===== config.mk =====
export PLATFORM = sky130hd
export DESIGN_NAME = pdl_regs
export DESIGN_NICKNAME = d
export VERILOG_FILES = /design/src/shared/pdl_pkg.sv /design/src/core/pdl_sync.sv /design/src/core/pdl_regs.sv
export SDC_FILE = /design/constraint.sdc
export NUM_CORES = 1
export LEC_CHECK = 0
export BUFFER_PORTS_ARGS = -buffer_cell sky130_fd_sc_hd__buf_2
export CAP_MARGIN = 20
export CORE_ASPECT_RATIO = 1.4
export CORE_MARGIN = 3
export CORE_UTILIZATION = 47
export DETAILED_ROUTE_END_ITERATION = 16
export GPL_TIMING_DRIVEN = 0
export PLACE_DENSITY = 0.83
export SYNTH_ARGS = -nofsm -noshare
export SYNTH_HDL_FRONTEND = slang
export SYNTH_SLANG_ARGS = --single-unit

===== constraint.sdc =====
create_clock -name clk_sys -period 1.3 [get_ports clk_sys]
set_input_delay 0.13 -clock clk_sys [delete_from_list [all_inputs] [get_ports clk_sys]]
set_output_delay 0.13 -clock clk_sys [all_outputs]
set_load 0.01 [all_outputs]

===== src/shared/pdl_pkg.sv =====
package pdl_pkg;
  localparam int unsigned          ADDR_W          = 8;
  localparam int unsigned          DATA_W          = 16;
  localparam logic [ADDR_W-1:0]    PIN_CFG_OFS     = 8'h38;
  localparam logic [ADDR_W-1:0]    LEAK_OFS        = 8'h39;
  localparam logic [ADDR_W-1:0]    PUMP_OFS        = 8'h3A;
  localparam logic [DATA_W-1:0]    PIN_CFG_RST     = 16'h0008;
  localparam logic [DATA_W-1:0]    LEAK_RST        = 16'h0000;
  localparam logic [DATA_W-1:0]    PUMP_RST        = 16'h0000;
  localparam logic [DATA_W-1:0]    UNMAPPED_RDATA  = 16'h0000;
  localparam int unsigned          PIN_IN_BIT      = 5;
  localparam int unsigned          PIN_OUT_BIT     = 4;
  localparam int unsigned          PULLDOWN_BIT    = 3;
  localparam int unsigned          MODE_MSB        = 2;
  localparam int unsigned          MODE_LSB        = 0;
  localparam int unsigned          SRC_LEAK_BIT    = 1;
  localparam int unsigned          SNK_LEAK_BIT    = 0;
  localparam int unsigned          PUMP_BIT        = 0;
  localparam logic [2:0]           MODE_HIZ        = 3'h0;
  localparam logic [2:0]           MODE_OUT        = 3'h1;
  localparam logic [2:0]           MODE_OUT_IN     = 3'h2;
  localparam logic [2:0]           MODE_IN         = 3'h3;
  localparam logic [2:0]           MODE_OFF        = 3'h4;
endpackage : pdl_pkg


===== src/core/pdl_sync.sv =====
`timescale 1ns/10ps
// two-stage synchroniser; first stage is read only by the second
module pdl_sync (
  input  wire logic clk_sys,
  input  wire logic rstn,
  input  wire logic d,
  output logic      q
);
  logic s1_q;
  logic s1_d;
  logic s2_d;

  always_comb begin
    s1_d = d;
    s2_d = s1_q;
  end

  always_ff @(posedge clk_sys or negedge rstn) begin
    if (!rstn) begin
      s1_q <= 1'b0;
      q    <= 1'b0;
    end else begin
      s1_q <= s1_d;
      q    <= s2_d;
    end
  end
endmodule : pdl_sync


===== src/core/pdl_regs.sv =====
`timescale 1ns/10ps
// Function
// - the pin configuration register resets to 0x0008, pin idle in high impedance with pull-down on.
// - bit 5 of the pin register is read-only and shows the level sensed on the pin in modes 010 and 011, and reads 0 in the other modes.
// - bit 4 is the output level, resets to 0, and sets the driven level in output modes.
// - bit 3 enables the weak pull-down, resets to 1.
// - mode 000 turns the output driver off and the input buffer off.
// - mode 001 drives the output level with the input buffer off.
// - mode 010 drives the output level with the input buffer on, so the level reads back.
// - mode 011 keeps the driver in high impedance and uses the pin as input.
// - mode 100 turns the driver off and the input buffer off.
// - mode values above 100 behave as high impedance.
// - bit 1 of the leakage register enables source-FET leakage compensation, reset 0.
// - bit 0 of the leakage register enables sink-FET leakage compensation, reset 0.
// - bit 0 of the pump register enables the charge pump, reset 0.
// - reserved bits of all three registers read as zero.
module pdl_regs (
  input  wire logic                        clk_sys,
  input  wire logic                        rstn,
  input  wire logic [pdl_pkg::ADDR_W-1:0]  addr,
  input  wire logic [pdl_pkg::DATA_W-1:0]  wdata,
  input  wire logic                        wr_stb,
  input  wire logic                        rd_stb,
  output logic      [pdl_pkg::DATA_W-1:0]  rdata,
  input  wire logic                        pin_i,
  output logic                             pin_o,
  output logic                             pin_oe,
  output logic                             pin_ie,
  output logic                             weak_pulldown_enable,
  output logic                             source_leak_comp_enable,
  output logic                             sink_leak_comp_enable,
  output logic                             pump_enable
);
  logic       rst_s1_q;
  logic       rst_s2_q;
  logic       srst_n;
  logic       pin_sync;

  logic       out_lvl_q, out_lvl_d;
  logic       pd_en_q, pd_en_d;
  logic [2:0] mode_q, mode_d;
  logic       src_q, src_d;
  logic       snk_q, snk_d;
  logic       pump_q, pump_d;
  logic [pdl_pkg::DATA_W-1:0] rdata_d;
  logic       pin_o_d, pin_oe_d, pin_ie_d;
  logic       in_level;

  // reset release through two flops
  always_ff @(posedge clk_sys or negedge rstn) begin
    if (!rstn) begin
      rst_s1_q <= 1'b0;
      rst_s2_q <= 1'b0;
    end else begin
      rst_s1_q <= 1'b1;
      rst_s2_q <= rst_s1_q;
    end
  end
  assign srst_n = rst_s2_q;

  pdl_sync u_pin_sync (
    .clk_sys (clk_sys),
    .rstn    (srst_n),
    .d       (pin_i),
    .q       (pin_sync)
  );

  // drive/input-buffer decode of the mode field
  function automatic logic [1:0] mode_drive(input logic [2:0] m);
    case (m)
      pdl_pkg::MODE_HIZ:    mode_drive = 2'h0;
      pdl_pkg::MODE_OUT:    mode_drive = 2'h2;
      pdl_pkg::MODE_OUT_IN: mode_drive = 2'h3;
      pdl_pkg::MODE_IN:     mode_drive = 2'h1;
      pdl_pkg::MODE_OFF:    mode_drive = 2'h0;
      default:              mode_drive = 2'h0;
    endcase
  endfunction : mode_drive

  function automatic logic hit(input logic [pdl_pkg::ADDR_W-1:0] a,
                               input logic [pdl_pkg::ADDR_W-1:0] ofs);
    hit = (a == ofs);
  endfunction : hit

  // input buffer off reads low; pull-down would hold an undriven pad low anyway
  assign in_level = pin_ie & pin_sync;

  always_comb begin
    out_lvl_d = out_lvl_q;
    pd_en_d   = pd_en_q;
    mode_d    = mode_q;
    src_d     = src_q;
    snk_d     = snk_q;
    pump_d    = pump_q;
    if (wr_stb && hit(addr, pdl_pkg::PIN_CFG_OFS)) begin
      out_lvl_d = wdata[pdl_pkg::PIN_OUT_BIT];
      pd_en_d   = wdata[pdl_pkg::PULLDOWN_BIT];
      mode_d    = wdata[pdl_pkg::MODE_MSB:pdl_pkg::MODE_LSB];
    end
    if (wr_stb && hit(addr, pdl_pkg::LEAK_OFS)) begin
      src_d = wdata[pdl_pkg::SRC_LEAK_BIT];
      snk_d = wdata[pdl_pkg::SNK_LEAK_BIT];
    end
    if (wr_stb && hit(addr, pdl_pkg::PUMP_OFS)) begin
      pump_d = wdata[pdl_pkg::PUMP_BIT];
    end
    // reserved bits and the input level have no storage, so writes cannot touch them
    rdata_d = pdl_pkg::UNMAPPED_RDATA;
    if (rd_stb) begin
      if (hit(addr, pdl_pkg::PIN_CFG_OFS)) begin
        rdata_d[pdl_pkg::PIN_IN_BIT]                    = in_level;
        rdata_d[pdl_pkg::PIN_OUT_BIT]                   = out_lvl_q;
        rdata_d[pdl_pkg::PULLDOWN_BIT]                  = pd_en_q;
        rdata_d[pdl_pkg::MODE_MSB:pdl_pkg::MODE_LSB]    = mode_q;
      end else if (hit(addr, pdl_pkg::LEAK_OFS)) begin
        rdata_d[pdl_pkg::SRC_LEAK_BIT] = src_q;
        rdata_d[pdl_pkg::SNK_LEAK_BIT] = snk_q;
      end else if (hit(addr, pdl_pkg::PUMP_OFS)) begin
        rdata_d[pdl_pkg::PUMP_BIT] = pump_q;
      end
    end
    {pin_oe_d, pin_ie_d} = mode_drive(mode_d);
    pin_o_d              = out_lvl_d & pin_oe_d;
  end

  always_ff @(posedge clk_sys or negedge srst_n) begin
    if (!srst_n) begin
      out_lvl_q <= pdl_pkg::PIN_CFG_RST[pdl_pkg::PIN_OUT_BIT];
      pd_en_q   <= pdl_pkg::PIN_CFG_RST[pdl_pkg::PULLDOWN_BIT];
      mode_q    <= pdl_pkg::PIN_CFG_RST[pdl_pkg::MODE_MSB:pdl_pkg::MODE_LSB];
      src_q     <= pdl_pkg::LEAK_RST[pdl_pkg::SRC_LEAK_BIT];
      snk_q     <= pdl_pkg::LEAK_RST[pdl_pkg::SNK_LEAK_BIT];
      pump_q    <= pdl_pkg::PUMP_RST[pdl_pkg::PUMP_BIT];
      rdata     <= pdl_pkg::UNMAPPED_RDATA;
      pin_o     <= 1'b0;
      pin_oe    <= 1'b0;
      pin_ie    <= 1'b0;
    end else begin
      out_lvl_q <= out_lvl_d;
      pd_en_q   <= pd_en_d;
      mode_q    <= mode_d;
      src_q     <= src_d;
      snk_q     <= snk_d;
      pump_q    <= pump_d;
      rdata     <= rdata_d;
      pin_o     <= pin_o_d;
      pin_oe    <= pin_oe_d;
      pin_ie    <= pin_ie_d;
    end
  end

  // the leakage controls are only meaningful with both digital-output modes disabled; that is software's job
  always_ff @(posedge clk_sys or negedge srst_n) begin
    if (!srst_n) begin
      weak_pulldown_enable    <= 1'b1;
      source_leak_comp_enable <= 1'b0;
      sink_leak_comp_enable   <= 1'b0;
      pump_enable             <= 1'b0;
    end else begin
      weak_pulldown_enable    <= pd_en_d;
      source_leak_comp_enable <= src_d;
      sink_leak_comp_enable   <= snk_d;
      pump_enable             <= pump_d;
    end
  end
endmodule : pdl_regs


# Word-level counts from Yosys, hierarchy flattened
# Index checks and enable logic that the tools add are counted.
# Widths: inputs -> output; s select.
totals:
  regBits: 21
  out_inout_bits: 23
  inputBits: 29
  word_cells: 34
classes:
  reduce_logical: 3
  eq_ne: 6
  bitwise_logic: 2
  mux: 9
op_table:
  columns: ["op", "count"]
  rows:
  - ["$eq 8x6->1 const B", 3]
  - ["$eq 3x2->1 const B", 2]
  - ["$mux 6", 1]
  - ["$pmux 2 s3", 1]
  - ["$mux 1", 4]
  - ["$mux 4", 1]
  - ["$eq 3x1->1 const B", 1]
  - ["$logic_and 1x1->1", 3]
  - ["$mux 3", 1]
  - ["$and 1x1->1", 2]
  - ["$mux 2", 1]

# Logic depth before layout (Yosys ltp)
depth:
  word_depth: 6
  ltp_mapped: 4
  depth_no_buf: 3

# Hierarchy
# From an unflattened synthesis, not the netlist that was laid out.
hier_totals:
  cells_unflattened: 72
  area_unflattened_um2: 970.9
modules_own_cells:
  columns: ["mod", "instances", "seq_area_each_um2", "area_each_um2", "cells_each"]
  rows:
  - ["pdl_regs", 1, 476.7, 920.9, 70]
  - ["pdl_sync", 1, 50.0, 50.0, 2]

# Worst setup path after synthesis
# OpenSTA, ideal clock, no wires.
synth_path:
  path_type: "input-to-reg"
  start: "input addr[6] (netlist name)"
  end: "register mode_q[0]"
  path_slack_ps: -109
  path_stages: 4
  setup_ps: 125
  t_required_ps: 1175
  n_path_buf: 1
  arrival_time_ps: 1284
  cell_sequence: "nand4bb_4 or4_1 buf_6 mux2_4"
synth_between:
  elab_chain_len: 3
synth_rtl:
  columns: ["element", "line_no", "source"]
  rows:
  - ["start, declared", "pdl_regs.sv:20", "input wire logic [pdl_pkg::ADDR_W-1:0] addr,"]
  - ["$eq 8x6->1", "pdl_regs.sv:82", "hit = (a == ofs);"]
  - ["$logic_and 1x1->1", "pdl_regs.sv:95", "if (wr_stb && hit(addr, pdl_pkg::PIN_CFG_OFS)) begin"]
  - ["$mux 3", "pdl_regs.sv:95", null]
  - ["net mode_d[0]", "pdl_regs.sv:41", "logic [2:0] mode_q, mode_d;"]
  - ["end signal, assigned", "pdl_regs.sv:130", "mode_q <= pdl_pkg::PIN_CFG_RST[pdl_pkg::MODE_MSB:pdl_pkg::MODE_LSB];"]
  - ["end signal, assigned", "pdl_regs.sv:141", "mode_q <= mode_d;"]
  - ["end, declared", "pdl_regs.sv:41", null]
# The timed path passes the listed nets, and every way through them passes these cells.
# A chain may end at the register's enable or synchronous reset.

# Worst setup path after layout
# Ends and elaborated chain as after synthesis.

==> results.txt <==
* Outcome: complete, no violations
- At the later pin of the worst-skew pair, clock insertion delay measures 300 ps.
- Worst Hold Margin: 48.4 ps
* Largest registers in the final layout: rdata x6, mode_q x3
- GRT Residual Overflow: 0
- Synthesis produced 72 cells.
- Number of antenna violations at the first check in global routing: 0
- Overall die height: 59.8 um
* Pwr per Cell Area: 937 nW/um^2
- Top Ports: 52
- Net count, final: 147
- GR Util All Layers: 0.141
- Reg-to-reg critical path endpoint: pin_o
- The first global-routing pass estimated 2680 um of wire.
- The most critical setup path has its startpoint at addr[6].
- Ys Warns: 0
* Number of buffers inserted during clock tree synthesis: 3
- Routed wire length: 1610 um
* Antenna cells: 0
- Of the total synthesized cell area, the portion taken by XOR and XNOR cells is 0.0180.
- Final routed wire length divided by cell count: 11.8 um
- The initialized floorplan defines 18 standard-cell rows.
- Routability congestion estimate from global placement: 0.693
* Smallest setup slack after layout: 47.8 ps
- Counting instances, the worst hold path has a depth of 2.
- Vias in the first global route: 640
- Share of the synthesized area in compound gates (AO/OA/AOI/OAI): 0.00902
- The register with the most flip-flops in the layout has 6 of them.
- Placeable core area: 1870 um^2
- The register with the most flip-flops in the final layout is rdata.
- Buffers added on ports: 30
- Worst Clk Skew: 2.95 ps
- Main combinational cell family by area after synthesis: multiplexers
* Class of the tightest hold or removal check: in2reg
* Type of the worst setup path: in2reg
* Syn Std Cell Area: 971 um^2
- Measured in cells, the most critical reg-to-reg path has a length of 3.
* Period minus WS final: 1250 ps
- Kind of start point of the critical path: input port
- HPWL after DPL: 1340 um
* Total Negative Setup Slacks: 0 ps
- Total via count after detailed routing: 645
- Post-CTS Repair Setup Buffers: 0
* Synth cell types: 23
- TritonCTS built the clock tree.
- The die covers 2660 um^2.
- For this configuration, the core starts out at a cell density of 0.519.
* Fin crit share: 0.963
- Fill cells in the final layout number 144.
* Count of final hold-check violations: 0
* Data arrival at the endpoint of the critical path: 1440 ps
* Detailed-route vias per instance: 4.71
- Worst slew margin relative to its limit: 0.532
* Remaining design rule violation count: 0
- Area share of fa/ha/maj cells after synthesis: 0
- Gates resized during post-CTS repair numbered 0.
- Worst EP required: 1490 ps
- For this block, the initial DRC count from the detailed router was 7.
* Pre-Repair DR Iteration Count: 4
- Worst Hold Endpoint: rdata[1]
- Clock tree sinks: 21
- The tree is rooted in a clkbuf_4.
* Sequential fraction of the synthesis area: 0.543
- Number of storage elements in the synthesis netlist: 21
- Setup violations remaining at the end of the flow were counted as 0.
* Crit path capture type: flop
- In this run the deepest clock path goes through 2 buffers.
* Maximum number of pins on one net before global-route repair: 20
- Simple-gate portion of the synthesized area: 0.156
- Die extent in x: 44.4 um
* Clock slew seen by the registers of the worst setup and hold paths: 110 ps
* Unrepaired setup endpoints after global routing: false
- After synthesis, the mean cell area works out to 13.5 um^2.
- Count of maximum capacitance violations: 0
- Post-Place Setup Slack: -269 ps
- Worst reg2reg path startpoint: mode_q[1]
* Largest fanout of any net on the critical path: 8
- Setup slack, reg-to-reg: 200 ps
* Proportion of synthesized area in mux cells: 0.174
* Hold-fix buffers, CTS: 2
- The number of slew-limit violations in the final report came to 0.
* Worst vdd rail ir drop: 0.672 mV
- Number of nets still failing antenna checks after routing: 0
* Maximum operating frequency: 799 MHz
- CTS built an H-tree with a depth of 1.
- At the pin with the least slew margin, the transition time is 702 ps.
- Compared with the post-synthesis result, the final layout area differs by 26.7%.
* Layout cells sized above 1: 0.496
- In this run the static leakage power is 0.000689 uW.
- The startpoint identified for the worst hold timing path is addr[1].
- At the end of the flow the core is filled with cells to 0.658.
[report_power, final]
part / total (uW) / internal [uW] / switching [uW]
Sequential: 699 / 677 / 22.5
Clock: 306 / 117 / 189
Combinational: 147 / 85.5 / 62.0
Total: 1150 / 879 / 273
[worst max-delay path, cell delays in order]
cell and delay (ps):
buf_2 90, nand4bb_4 240, or4_1 500, buf_6 170
mux2_4 300
[Yosys cell counts, drive strengths merged]
| cell | n | area (um^2) |
|---|---|---|
| nor3 | 1 | 5.00 |
| a2bb2oi | 1 | 8.76 |
| dfstp | 1 | 26.3 |
| nand4bb | 1 | 27.5 |
| nand3b | 2 | 15.0 |
| mux2i | 3 | 30.0 |
| conb | 2 | 7.51 |
| and2 | 3 | 18.8 |
| nor3b | 3 | 22.5 |
| or4 | 1 | 7.51 |
| and3 | 1 | 6.26 |
| inv | 1 | 3.75 |
| xnor2 | 2 | 17.5 |
| nor2b | 1 | 6.26 |
| dfrtp | 20 | 500 |
| nor4 | 2 | 12.5 |
| mux2 | 10 | 139 |
| buf | 11 | 86.3 |
| or2 | 1 | 6.26 |
| nand2b | 2 | 12.5 |
| nor2 | 3 | 11.3 |
[worst max path at each step]
| stage | endpoint | depth (start not counted) |
|---|---|---|
| 2_1_floorplan | mode_q[0] | 4 |
| 3_3_place_gp | mode_q[0] | 5 |
| 3_5_place_dp | pin_o | 5 |
| 4_1_cts | mode_q[0] | 5 |
| 5_1_grt | mode_q[0] | 5 |
| 6_report | mode_q[0] | 5 |
[per-layer routing]
metal,wire (um),up-vias,share of wire,GRT usage
met2,886,24,0.55,0.240
li1,-,316,-,-
met3,91,2,0.056,0.0271
met5,0,-,0,0
met1,605,303,0.37,0.156
met4,30,0,0.019,0.0905
[cells by family after synthesis]
group | after synthesis
xor+xnor | 2
flops | 21
compound gates | 1
other cells | 2
mux | 13
simple gates | 21
buf+inv | 12
[area by class of cell]
class                           count  area, um^2  share of cell area
Sequential cell                    21         527               0.428
Tap cell                           20        25.0              0.0203
Clock buffer                        3        22.5              0.0183
Buffer                             11        86.3              0.0702
Timing Repair Buffer               32         170               0.138
Multi-Input combinational cell     48         388               0.315
Clock inverter                      1        7.51             0.00610
Inverter                            1        3.75             0.00305
[through the flow]
stage / power (uW) / instances / instance area, um^2
6_report: 1150 / 137 / 1230
5_1_grt: 1200 / 137 / 1230
4_1_cts: 1170 / 137 / 1230
3_5_place_dp: 855 / 131 / 1180
3_3_place_gp: 849 / 131 / 1180
2_1_floorplan: 797 / 81 / 1000
[placed cells by master, fill, tap and decap left out, drive strengths merged]
cell         Yosys  routed
and2             3       3
mux2            10      10
dfstp            1       1
dlygate4sd3      0       2
nor3b            3       3
conb             2      11
inv              1       1
xnor2            2       2
buf             11      41
or2              1       1
clkinvlp         0       1
nand4bb          1       1
or4              1       1
and3             1       1
nor2b            1       1
nor4             2       2
clkbuf           0       3
nor3             1       1
a2bb2oi          1       1
nor2             3       3
nand3b           2       2
nand2b           2       2
dfrtp           20      20
mux2i            3       3
Note: power is estimated with default switching activity, not from simulation.
